$ cat config.mk
export PLATFORM = sky130hd
export DESIGN_NAME = gsf_gpi_special
export DESIGN_NICKNAME = d
export VERILOG_FILES = /design/src/core/gsf_pkg.sv /design/src/core/gsf_gpi_special.sv
export SDC_FILE = /design/constraint.sdc
export NUM_CORES = 1
export LEC_CHECK = 0
export BUFFER_PORTS_ARGS = -buffer_cell sky130_fd_sc_hd__buf_4
export CAP_MARGIN = 30
export CORE_AREA = 5 5 273 275
export CTS_CLUSTER_DIAMETER = 120
export DETAILED_ROUTE_END_ITERATION = 12
export DIE_AREA = 0 0 278 280
export GPL_ROUTABILITY_DRIVEN = 0
export PLACE_DENSITY = 0.5
export SKIP_CTS_REPAIR_TIMING = 1
export SLEW_MARGIN = 20
export SYNTH_ARGS = -nofsm -noshare
export SYNTH_HDL_FRONTEND = slang
export SYNTH_SLANG_ARGS = --single-unit
$ cat constraint.sdc
create_clock -name core_clk -period 21.3 [get_ports core_clk]
set_input_delay 2.13 -clock core_clk [delete_from_list [all_inputs] [get_ports core_clk]]
set_output_delay 2.13 -clock core_clk [all_outputs]
set_load 0.05 [all_outputs]
$ cat src/core/gsf_pkg.sv
package gsf_pkg;

    // ==========================================
    // Sizes
    localparam int unsigned NUM_GPI = 32;
    localparam int unsigned NUM_RAIL = 32;
    localparam int unsigned ADDR_W = 8;

    // ==========================================
    // Register byte offsets
    localparam logic [7:0] OFS_POLARITY = 8'h00;
    localparam logic [7:0] OFS_FAULT_EN = 8'h04;
    localparam logic [7:0] OFS_ROLE = 8'h08;
    localparam logic [7:0] OFS_FPIN_EN = 8'h0c;
    localparam logic [7:0] OFS_FPIN_RAILS = 8'h10;
    localparam logic [7:0] OFS_MARGIN_RAILS = 8'h14;
    localparam logic [7:0] OFS_GPI_STATE = 8'h18;
    localparam logic [7:0] OFS_EVT_LATCH = 8'h1c;
    localparam logic [7:0] OFS_MODE = 8'h20;

    // ==========================================
    // Role register fields: index in [4:0] of each byte, enable at bit 5
    localparam int unsigned ROLE_CLEAR_POS = 0;
    localparam int unsigned ROLE_MEN_POS = 8;
    localparam int unsigned ROLE_MDIR_POS = 16;
    localparam int unsigned ROLE_DEBUG_POS = 24;
    localparam int unsigned ROLE_EN_BIT = 5;

    // ==========================================
    // Reset values
    localparam logic [31:0] POLARITY_RST = 32'hffff_ffff;
    localparam logic [31:0] ZERO_RST = 32'h0000_0000;

    // ==========================================
    // AXI responses
    localparam logic [1:0] RESP_OKAY = 2'h0;
    localparam logic [1:0] RESP_SLVERR = 2'h2;

    localparam int unsigned NUM_EVT = 18;

    typedef struct packed {
        logic seuDetected;
        logic slaveShutdown;
        logic seqOffTimeout;
        logic seqOnTimeout;
        logic resequenceError;
        logic watchdogTimeout;
        logic gpiDeasserted;
        logic overTempWarn;
        logic overTempFault;
        logic underCurrentFault;
        logic overCurrentWarn;
        logic overCurrentFault;
        logic turn_off_time_limit_warning;
        logic turn_on_time_limit_fault;
        logic underVoltWarn;
        logic underVoltFault;
        logic overVoltWarn;
        logic overVoltFault;
    } gsf_event_type;

    typedef enum logic [1:0] {
        WR_IDLE = 2'b00,
        WR_ADDR = 2'b01,
        WR_RESP = 2'b11,
        WR_DATA = 2'b10
    } gsf_wr_state_type;

endpackage

$ cat src/core/gsf_gpi_special.sv
// Behaviour
// - Each input has selectable polarity; for outputs it picks the true level.
// - Open-drain high output is a released pin, pulled up externally.
// - With fault enable set, a de-asserted input raises a fault.
// - Clear-source input assertion clears all latched statuses.
// - With margin enable asserted, margin-direction input picks low or high.
// - Margin enable asserted puts every margin-enabled rail into margin.
// - Direction asserted means low, de-asserted high; each role on one input.
// - Debug input asserted: never raise bus alert for faults or warnings.
// - Debug active: no fault response and no fault logging.
// - Communication errors still reach the alert during debug.
// - Debug ignores rail dependencies and stops fault pins pulling bus low.
// - A fault pin reflects any fault on its selected rails.
// - Fault pin listens to the bus, drives low on fault when active-low (polarity 0), then releases.
// - Suppressed set holds voltage, current and temperature faults and warnings.
// - Turn-on time limit fault is part of the suppressed set.
// - Turn-off time limit warning is part of the suppressed set.
// - Debug skips log and response for de-asserted inputs, keeps other roles.
// - Sequence on and off timeouts are part of the suppressed set.
// - Dependent-rail shutdown is part of the suppressed set.
// - Config upset, resequence failure and watchdog are distinct suppressed events.
//
// Added by the designer: the placing of the registers and the AXI4-Lite slave port.
module gsf_gpi_special (
    input wire logic core_clk,
    input wire logic sys_rst,
    // AXI4-Lite slave
    input wire logic [7:0] s_axi_awaddr,
    input wire logic s_axi_awvalid,
    output logic s_axi_awready,
    input wire logic [31:0] s_axi_wdata,
    input wire logic [3:0] s_axi_wstrb,
    input wire logic s_axi_wvalid,
    output logic s_axi_wready,
    output logic [1:0] s_axi_bresp,
    output logic s_axi_bvalid,
    input wire logic s_axi_bready,
    input wire logic [7:0] s_axi_araddr,
    input wire logic s_axi_arvalid,
    output logic s_axi_arready,
    output logic [31:0] s_axi_rdata,
    output logic [1:0] s_axi_rresp,
    output logic s_axi_rvalid,
    input wire logic s_axi_rready,
    // Pins and system events
    input wire logic [31:0] gpiPinIn,
    output logic [31:0] gpiPinOut,
    output logic [31:0] gpiPinOe,
    input wire logic [31:0] railFault,
    input wire gsf_pkg::gsf_event_type railEvents,
    input wire logic cmlError,
    output logic alertReq,
    output gsf_pkg::gsf_event_type logEvents,
    output gsf_pkg::gsf_event_type respondEvents,
    output logic [31:0] railMargined,
    output logic marginLow,
    output logic latchClear,
    output logic debugActive,
    output logic [31:0] gpiAsserted
);

    // ==========================================
    // Configuration and state
    logic [31:0] polarity_reg, polarity_next;
    logic [31:0] faultEn_reg, faultEn_next;
    logic [31:0] role_reg, role_next;
    logic [31:0] fpinEn_reg, fpinEn_next;
    logic [31:0] fpinRails_reg, fpinRails_next;
    logic [31:0] marginRails_reg, marginRails_next;
    logic [17:0] evtLatch_reg, evtLatch_next;
    logic [17:0] evtPrev_reg, evtPrev_next;
    logic [31:0] syncA_reg, syncB_reg;
    logic [31:0] asserted_reg, asserted_next;
    logic [31:0] pinOe_reg, pinOe_next;
    logic [31:0] railMarg_reg, railMarg_next;
    logic marginLow_reg, marginLow_next;
    logic latchClear_reg, latchClear_next;
    logic debug_reg, debug_next;
    logic alert_reg, alert_next;
    logic [17:0] log_reg, log_next;
    logic [17:0] resp_reg, resp_next;

    // Bus slave state
    gsf_pkg::gsf_wr_state_type wrState_reg, wrState_next;
    logic [7:0] wrAddr_reg, wrAddr_next;
    logic [31:0] wrData_reg, wrData_next;
    logic [3:0] wrStrb_reg, wrStrb_next;
    logic [1:0] bresp_reg, bresp_next;
    logic rvalid_reg, rvalid_next;
    logic [31:0] rdata_reg, rdata_next;
    logic [1:0] rresp_reg, rresp_next;

    // ==========================================
    // Combinational helpers
    logic [31:0] gpiTrue;
    logic clearAct, menAct, mdirAct, debugAct;
    logic [17:0] evtVec;
    logic anyFpinFault;
    logic wrFire;

    function automatic logic roleHit(input logic [31:0] role, input int unsigned pos, input logic [31:0] st);
        logic [4:0] idx;
        idx = role[pos +: 5];
        return role[pos + gsf_pkg::ROLE_EN_BIT] && st[idx];
    endfunction

    function automatic logic [31:0] mergeBytes(input logic [31:0] old, input logic [31:0] din, input logic [3:0] be);
        logic [31:0] r;
        r = old;
        for (int i = 0; i < 4; i++) begin
            if (be[i]) begin
                r[8*i +: 8] = din[8*i +: 8];
            end
        end
        return r;
    endfunction

    always_comb begin
        // Polarity applied on the second sync stage only
        gpiTrue = syncB_reg ^ ~polarity_reg;
        // Each role names a single input index, so two inputs can never share it
        clearAct = roleHit(role_reg, gsf_pkg::ROLE_CLEAR_POS, asserted_reg);
        menAct = roleHit(role_reg, gsf_pkg::ROLE_MEN_POS, asserted_reg);
        mdirAct = roleHit(role_reg, gsf_pkg::ROLE_MDIR_POS, asserted_reg);
        debugAct = roleHit(role_reg, gsf_pkg::ROLE_DEBUG_POS, asserted_reg);
        evtVec = railEvents;
        // Fault-enabled inputs that are not asserted count as faults
        evtVec[11] = railEvents.gpiDeasserted | (|(faultEn_reg & ~asserted_reg));
        anyFpinFault = |(railFault & fpinRails_reg);
    end

    // ==========================================
    // Special function next state
    always_comb begin
        polarity_next = polarity_reg;
        faultEn_next = faultEn_reg;
        role_next = role_reg;
        fpinEn_next = fpinEn_reg;
        fpinRails_next = fpinRails_reg;
        marginRails_next = marginRails_reg;
        asserted_next = gpiTrue;
        evtPrev_next = evtVec;
        debug_next = debugAct;
        latchClear_next = clearAct;
        // Margin direction only matters while enable is asserted
        railMarg_next = menAct ? marginRails_reg : 32'h0000_0000;
        marginLow_next = menAct ? mdirAct : marginLow_reg;
        // Log sees new events, response all present events, only outside debug
        log_next = debugAct ? 18'h0_0000 : (evtVec & ~evtPrev_reg);
        resp_next = debugAct ? 18'h0_0000 : evtVec;
        alert_next = ((|evtVec) && !debugAct) || cmlError;
        // Active-low true level drives low; active-high true level releases
        pinOe_next = fpinEn_reg & {32{anyFpinFault && !debugAct}} & ~polarity_reg;
        // Sticky events: set wins over any clear in the same cycle
        evtLatch_next = evtLatch_reg;
        if (clearAct) begin
            evtLatch_next = 18'h0_0000;
        end
        if (wrFire && wrAddr_next == gsf_pkg::OFS_EVT_LATCH) begin
            evtLatch_next = evtLatch_next & ~wrData_next[17:0];
        end
        evtLatch_next = evtLatch_next | evtVec;
        if (wrFire) begin
            case (wrAddr_next)
                gsf_pkg::OFS_POLARITY: polarity_next = mergeBytes(polarity_reg, wrData_next, wrStrb_next);
                gsf_pkg::OFS_FAULT_EN: faultEn_next = mergeBytes(faultEn_reg, wrData_next, wrStrb_next);
                gsf_pkg::OFS_ROLE: role_next = mergeBytes(role_reg, wrData_next, wrStrb_next);
                gsf_pkg::OFS_FPIN_EN: fpinEn_next = mergeBytes(fpinEn_reg, wrData_next, wrStrb_next);
                gsf_pkg::OFS_FPIN_RAILS: fpinRails_next = mergeBytes(fpinRails_reg, wrData_next, wrStrb_next);
                gsf_pkg::OFS_MARGIN_RAILS: marginRails_next = mergeBytes(marginRails_reg, wrData_next, wrStrb_next);
                default: begin
                end
            endcase
        end
    end

    // ==========================================
    // AXI4-Lite next state
    always_comb begin
        wrState_next = wrState_reg;
        wrAddr_next = wrAddr_reg;
        wrData_next = wrData_reg;
        wrStrb_next = wrStrb_reg;
        bresp_next = bresp_reg;
        rvalid_next = rvalid_reg;
        rdata_next = rdata_reg;
        rresp_next = rresp_reg;
        case (wrState_reg)
            gsf_pkg::WR_IDLE: begin
                if (s_axi_awvalid) begin
                    wrAddr_next = s_axi_awaddr;
                end
                if (s_axi_wvalid) begin
                    wrData_next = s_axi_wdata;
                    wrStrb_next = s_axi_wstrb;
                end
                if (s_axi_awvalid && s_axi_wvalid) begin
                    wrState_next = gsf_pkg::WR_RESP;
                end else if (s_axi_awvalid) begin
                    wrState_next = gsf_pkg::WR_ADDR;
                end else if (s_axi_wvalid) begin
                    wrState_next = gsf_pkg::WR_DATA;
                end
            end
            gsf_pkg::WR_ADDR: begin
                if (s_axi_wvalid) begin
                    wrData_next = s_axi_wdata;
                    wrStrb_next = s_axi_wstrb;
                    wrState_next = gsf_pkg::WR_RESP;
                end
            end
            gsf_pkg::WR_DATA: begin
                if (s_axi_awvalid) begin
                    wrAddr_next = s_axi_awaddr;
                    wrState_next = gsf_pkg::WR_RESP;
                end
            end
            gsf_pkg::WR_RESP: begin
                if (s_axi_bready) begin
                    wrState_next = gsf_pkg::WR_IDLE;
                end
            end
            default: wrState_next = gsf_pkg::WR_IDLE;
        endcase
        wrFire = (wrState_next == gsf_pkg::WR_RESP) && (wrState_reg != gsf_pkg::WR_RESP);
        if (wrFire) begin
            bresp_next = (wrAddr_next <= gsf_pkg::OFS_EVT_LATCH && wrAddr_next[1:0] == 2'h0 &&
                          wrAddr_next != gsf_pkg::OFS_GPI_STATE) ? gsf_pkg::RESP_OKAY : gsf_pkg::RESP_SLVERR;
        end
        if (rvalid_reg && s_axi_rready) begin
            rvalid_next = 1'b0;
        end
        if (!rvalid_reg && s_axi_arvalid) begin
            rvalid_next = 1'b1;
            rresp_next = gsf_pkg::RESP_OKAY;
            case (s_axi_araddr)
                gsf_pkg::OFS_POLARITY: rdata_next = polarity_reg;
                gsf_pkg::OFS_FAULT_EN: rdata_next = faultEn_reg;
                gsf_pkg::OFS_ROLE: rdata_next = role_reg;
                gsf_pkg::OFS_FPIN_EN: rdata_next = fpinEn_reg;
                gsf_pkg::OFS_FPIN_RAILS: rdata_next = fpinRails_reg;
                gsf_pkg::OFS_MARGIN_RAILS: rdata_next = marginRails_reg;
                gsf_pkg::OFS_GPI_STATE: rdata_next = asserted_reg;
                gsf_pkg::OFS_EVT_LATCH: rdata_next = {14'h0000, evtLatch_reg};
                gsf_pkg::OFS_MODE: rdata_next = {29'h0000_0000, marginLow_reg, |railMarg_reg, debug_reg};
                default: begin
                    rdata_next = 32'h0000_0000;
                    rresp_next = gsf_pkg::RESP_SLVERR;
                end
            endcase
        end
    end

    // ==========================================
    // Registers
    always_ff @(posedge core_clk or posedge sys_rst) begin
        if (sys_rst) begin
            polarity_reg <= gsf_pkg::POLARITY_RST;
            faultEn_reg <= gsf_pkg::ZERO_RST;
            role_reg <= gsf_pkg::ZERO_RST;
            fpinEn_reg <= gsf_pkg::ZERO_RST;
            fpinRails_reg <= gsf_pkg::ZERO_RST;
            marginRails_reg <= gsf_pkg::ZERO_RST;
            evtLatch_reg <= 18'h0_0000;
            evtPrev_reg <= 18'h0_0000;
            syncA_reg <= gsf_pkg::ZERO_RST;
            syncB_reg <= gsf_pkg::ZERO_RST;
            asserted_reg <= gsf_pkg::ZERO_RST;
            pinOe_reg <= gsf_pkg::ZERO_RST;
            railMarg_reg <= gsf_pkg::ZERO_RST;
            marginLow_reg <= 1'b0;
            latchClear_reg <= 1'b0;
            debug_reg <= 1'b0;
            alert_reg <= 1'b0;
            log_reg <= 18'h0_0000;
            resp_reg <= 18'h0_0000;
            wrState_reg <= gsf_pkg::WR_IDLE;
            wrAddr_reg <= 8'h00;
            wrData_reg <= gsf_pkg::ZERO_RST;
            wrStrb_reg <= 4'h0;
            bresp_reg <= gsf_pkg::RESP_OKAY;
            rvalid_reg <= 1'b0;
            rdata_reg <= gsf_pkg::ZERO_RST;
            rresp_reg <= gsf_pkg::RESP_OKAY;
        end else begin
            polarity_reg <= polarity_next;
            faultEn_reg <= faultEn_next;
            role_reg <= role_next;
            fpinEn_reg <= fpinEn_next;
            fpinRails_reg <= fpinRails_next;
            marginRails_reg <= marginRails_next;
            evtLatch_reg <= evtLatch_next;
            evtPrev_reg <= evtPrev_next;
            syncA_reg <= gpiPinIn;
            syncB_reg <= syncA_reg;
            asserted_reg <= asserted_next;
            pinOe_reg <= pinOe_next;
            railMarg_reg <= railMarg_next;
            marginLow_reg <= marginLow_next;
            latchClear_reg <= latchClear_next;
            debug_reg <= debug_next;
            alert_reg <= alert_next;
            log_reg <= log_next;
            resp_reg <= resp_next;
            wrState_reg <= wrState_next;
            wrAddr_reg <= wrAddr_next;
            wrData_reg <= wrData_next;
            wrStrb_reg <= wrStrb_next;
            bresp_reg <= bresp_next;
            rvalid_reg <= rvalid_next;
            rdata_reg <= rdata_next;
            rresp_reg <= rresp_next;
        end
    end

    // ==========================================
    // Outputs
    assign s_axi_awready = (wrState_reg == gsf_pkg::WR_IDLE) || (wrState_reg == gsf_pkg::WR_DATA);
    assign s_axi_wready = (wrState_reg == gsf_pkg::WR_IDLE) || (wrState_reg == gsf_pkg::WR_ADDR);
    assign s_axi_bvalid = (wrState_reg == gsf_pkg::WR_RESP);
    assign s_axi_bresp = bresp_reg;
    assign s_axi_arready = !rvalid_reg;
    assign s_axi_rvalid = rvalid_reg;
    assign s_axi_rdata = rdata_reg;
    assign s_axi_rresp = rresp_reg;
    // Open-drain: only low is ever driven
    assign gpiPinOut = gsf_pkg::ZERO_RST;
    assign gpiPinOe = pinOe_reg;
    assign alertReq = alert_reg;
    assign logEvents = log_reg;
    assign respondEvents = resp_reg;
    assign railMargined = railMarg_reg;
    assign marginLow = marginLow_reg;
    assign latchClear = latchClear_reg;
    assign debugActive = debug_reg;
    assign gpiAsserted = asserted_reg;

endmodule

==> qor.yml <==
cts_buffers: 57
p_seq_frac: 0.417
start_util: 0.2950
root_buffer: "clkbuf_16"
worst_clock_skew_ns: 0.03227
end_kind: "flip-flop"
vias: 14410
ant_nets: 0
finalSetupTns_ns: 0
combPwrFrac: 0.249
drc: 0
crit_type: "primary input to flip-flop"
critical_path_arrival_ns: 5.12
clk_pin_slew_ns: 0.06
grtUsageTotal: 0.1859
syn_to_final_growth_pct: 25.44
yosys_register_bits: 509
grt_pass1_wl_microns: 108100
cp-startpoint: "s_axi_araddr[7]"
tightest_slew_ns: 0.9924
via_per_inst: 4.960
cp_max_fo: 18
synth_simple_gate_area_frac: 0.09543
drv_cap: 0
p_int_mw: 2.034
dp_hpwl_microns: 53910
synth_top_area_frac: 0.5613
postSynthAreaPerCell_sq_um: 13.55
endpoint: "s_axi_rdata[31]"
clkLatencyLatePin_ns: 0.62
leakage_nw: 11.94
die-width_microns: 278
wl_per_cell_microns: 25.36
cts_tree: "done"
grt.overflow.total: 0
clock.fmax_mhz: 216.8
cts_buffer_depth: 3
period_minus_slack_ns: 4.613
rsz0062_at_grt: "no"
synth_compound_area_frac: 0.07802
setup_viol: 0
synth_cells: 1569
grt_pass1_vias: 15380
synthFlopType: "dfrtp_1"
coreArea_sq_um: 72090
synth_cell_types: 61
cts_sinks: 509
grt_max_degree: 184
ir_worst_vdd_mv: 0.1448
worstPathRequired_ns: 21.81
startpoint_type: "primary input"
finalNetCount: 2038
max_slew_margin: 0.3365
wirelength_microns: 73650
ios: 351
ys_seq_area_frac: 0.6008
pwr_density_cell_nw_per_um2: 116.6
layout-drive-gt1-share: 0.4017
hold_viol: 0
swShare: 0.3458
p_total_mw: 3.109
synth_edf_count: 0
synth_top_family_by_area: "multiplexers"
hold_class: "flip-flop to flip-flop"
synth_xor_area_frac: 0.01318
synth_fa_ha_area_frac: 0
clockPowerShare: 0.334
die-area_sq_um: 77840
fin_crit_sh: 0.2166
syn_area_sq_um: 21270
status: "finished, final reports clean"
drv_slew: 0
reg2reg_to: "gpiPinOe[11]"
async_flop_share: 1.000
synth_top_area_cell: "dfrtp_1"
yosys_warnings: 0
dr.pass1.iters: 7
rrSetupSlack_ns: 17.92
grt_antenna_before_repair: 5
cts.htree.levels: 2
synthMuxAreaShare: 0.1821
rows: 99
synth_area_leaders: "dfrtp_1 (56%), mux2_2 (12%), dfstp_2 (4.0%)"
port_buffers: 316
reg2reg_from: "role_reg[24]"
p_switching_mw: 1.075
fp.dieH_microns: 280
rr_worst_depth: 7
drt_iter0_markers: 937
[through the flow]
stage | cells | hold WS [ns] | area [sq um] | worst slack [ns] | utilization
2_1_floorplan | 1602 | 0.3312 | 21390 | 5.008 | -
3_5_place_dp | 2795 | 0.3347 | 24630 | 16.06 | 0.3417
5_1_grt | 2904 | 0.3522 | 26680 | 16.60 | 0.3700
6_report | 2904 | 0.3404 | 26680 | 16.69 | 0.3700
3_3_place_gp | 2793 | 0.3357 | 24600 | 15.89 | 0.3412
4_1_cts | 2902 | 0.3469 | 26640 | 16.69 | 0.3696
[layout make-up]
type / instances / area [sq um]
Sequential cell: 509 / 12780
Tap cell: 959 / 1200
Inverter: 25 / 101.3
Clock inverter: 20 / 290.3
Antenna cell: 1 / 2.502
Fill cell: 7049 / 45420
Clock buffer: 87 / 1719
Timing Repair Buffer: 338 / 2594
Multi-Input combinational cell: 965 / 7991
[power groups by stage]
stage / Clock (mW) / Sequential, mW / Combinational (mW)
after CTS: 1.07 / 1.30 / 0.788
after floorplan: 0 / 1.33 / 0.453
final: 1.04 / 1.30 / 0.773
after global placement: 0 / 1.31 / 0.769
after global routing: 1.11 / 1.32 / 0.826
after detailed placement: 0 / 1.31 / 0.785
[cell usage after synthesis, drive strengths merged, types with 7 or more instances]
cell type,number
nand2b,20
nor2b,32
nor3,10
mux4,32
o22ai,16
nand4,7
nor4,14
clkbuf,49
a22oi,53
nand3,22
o2111ai,8
a31o,19
xnor2,32
inv,25
mux2i,46
o21ai,79
and2,55
nor2,18
dfrtp,477
buf,54
mux2,239
a22o,12
nor3b,37
dfstp,32
a221oi,17
a211oi,19
nand2,116
[worst max-delay path, cell delays in order]
cell      delay (ns)
buf_4           0.13
nor4_2          0.66
nand3_1         0.89
nor2_1          0.67
buf_4           0.29
a22o_1          0.16
a211oi_1        0.04
o21ai_0         0.15
[per-layer routing]
metal  routed length (microns)  GRT usage  vias up  part of all wire
li1                          -          -     6274                 -
met1                     30390     0.2400     7511              0.41
met2                     36140     0.3130      499              0.49
met3                      4867    0.04485      117             0.066
met4                      2217    0.05553        4             0.030
met5                        34          0        -           0.00046
[cells by family (layout without fill, tap and decap cells)]
family,Yosys count,count (layout)
and+or+nand+nor,343,343
muxes,317,317
AOI/OAI and AO/OA,239,239
buffers and inverters,128,470
other,1,35
xor gates and xnor gates,32,32
DFF,509,509
[worst min path at each step]
stage	to	cells after the start	from	slack [ns]
after CTS	syncB_reg[14]	0	syncA_reg[14]	0.35
after global placement	syncB_reg[26]	0	syncA_reg[26]	0.34
after floorplan	syncB_reg[0]	0	syncA_reg[0]	0.33
after detailed placement	syncB_reg[26]	0	syncA_reg[26]	0.33
final	syncB_reg[14]	0	syncA_reg[14]	0.34
after global routing	syncB_reg[17]	0	syncA_reg[17]	0.35
[cell usage in the layout, fill, tap and decap left out, drive strengths merged, types with 3 or more instances in the layout]
cell	n
nand3	22
nor3b	37
a31oi	3
bufinv	6
a21oi	4
a211oi	19
o2111ai	8
a22o	12
dfstp	32
nor3	10
nor2b	32
mux2i	46
mux2	239
clkinv	9
inv	27
clkinvlp	3
o22ai	16
nand2	116
a31o	19
a221oi	17
buf	338
nand2b	20
and2	55
clkbuf	87
nor2	18
xnor2	32
a22oi	53
conb	34
dfrtp	477
o21ai	79
mux4	32
nor4	14
nand4	7
No activity file was read; power rests on OpenSTA's default activity.
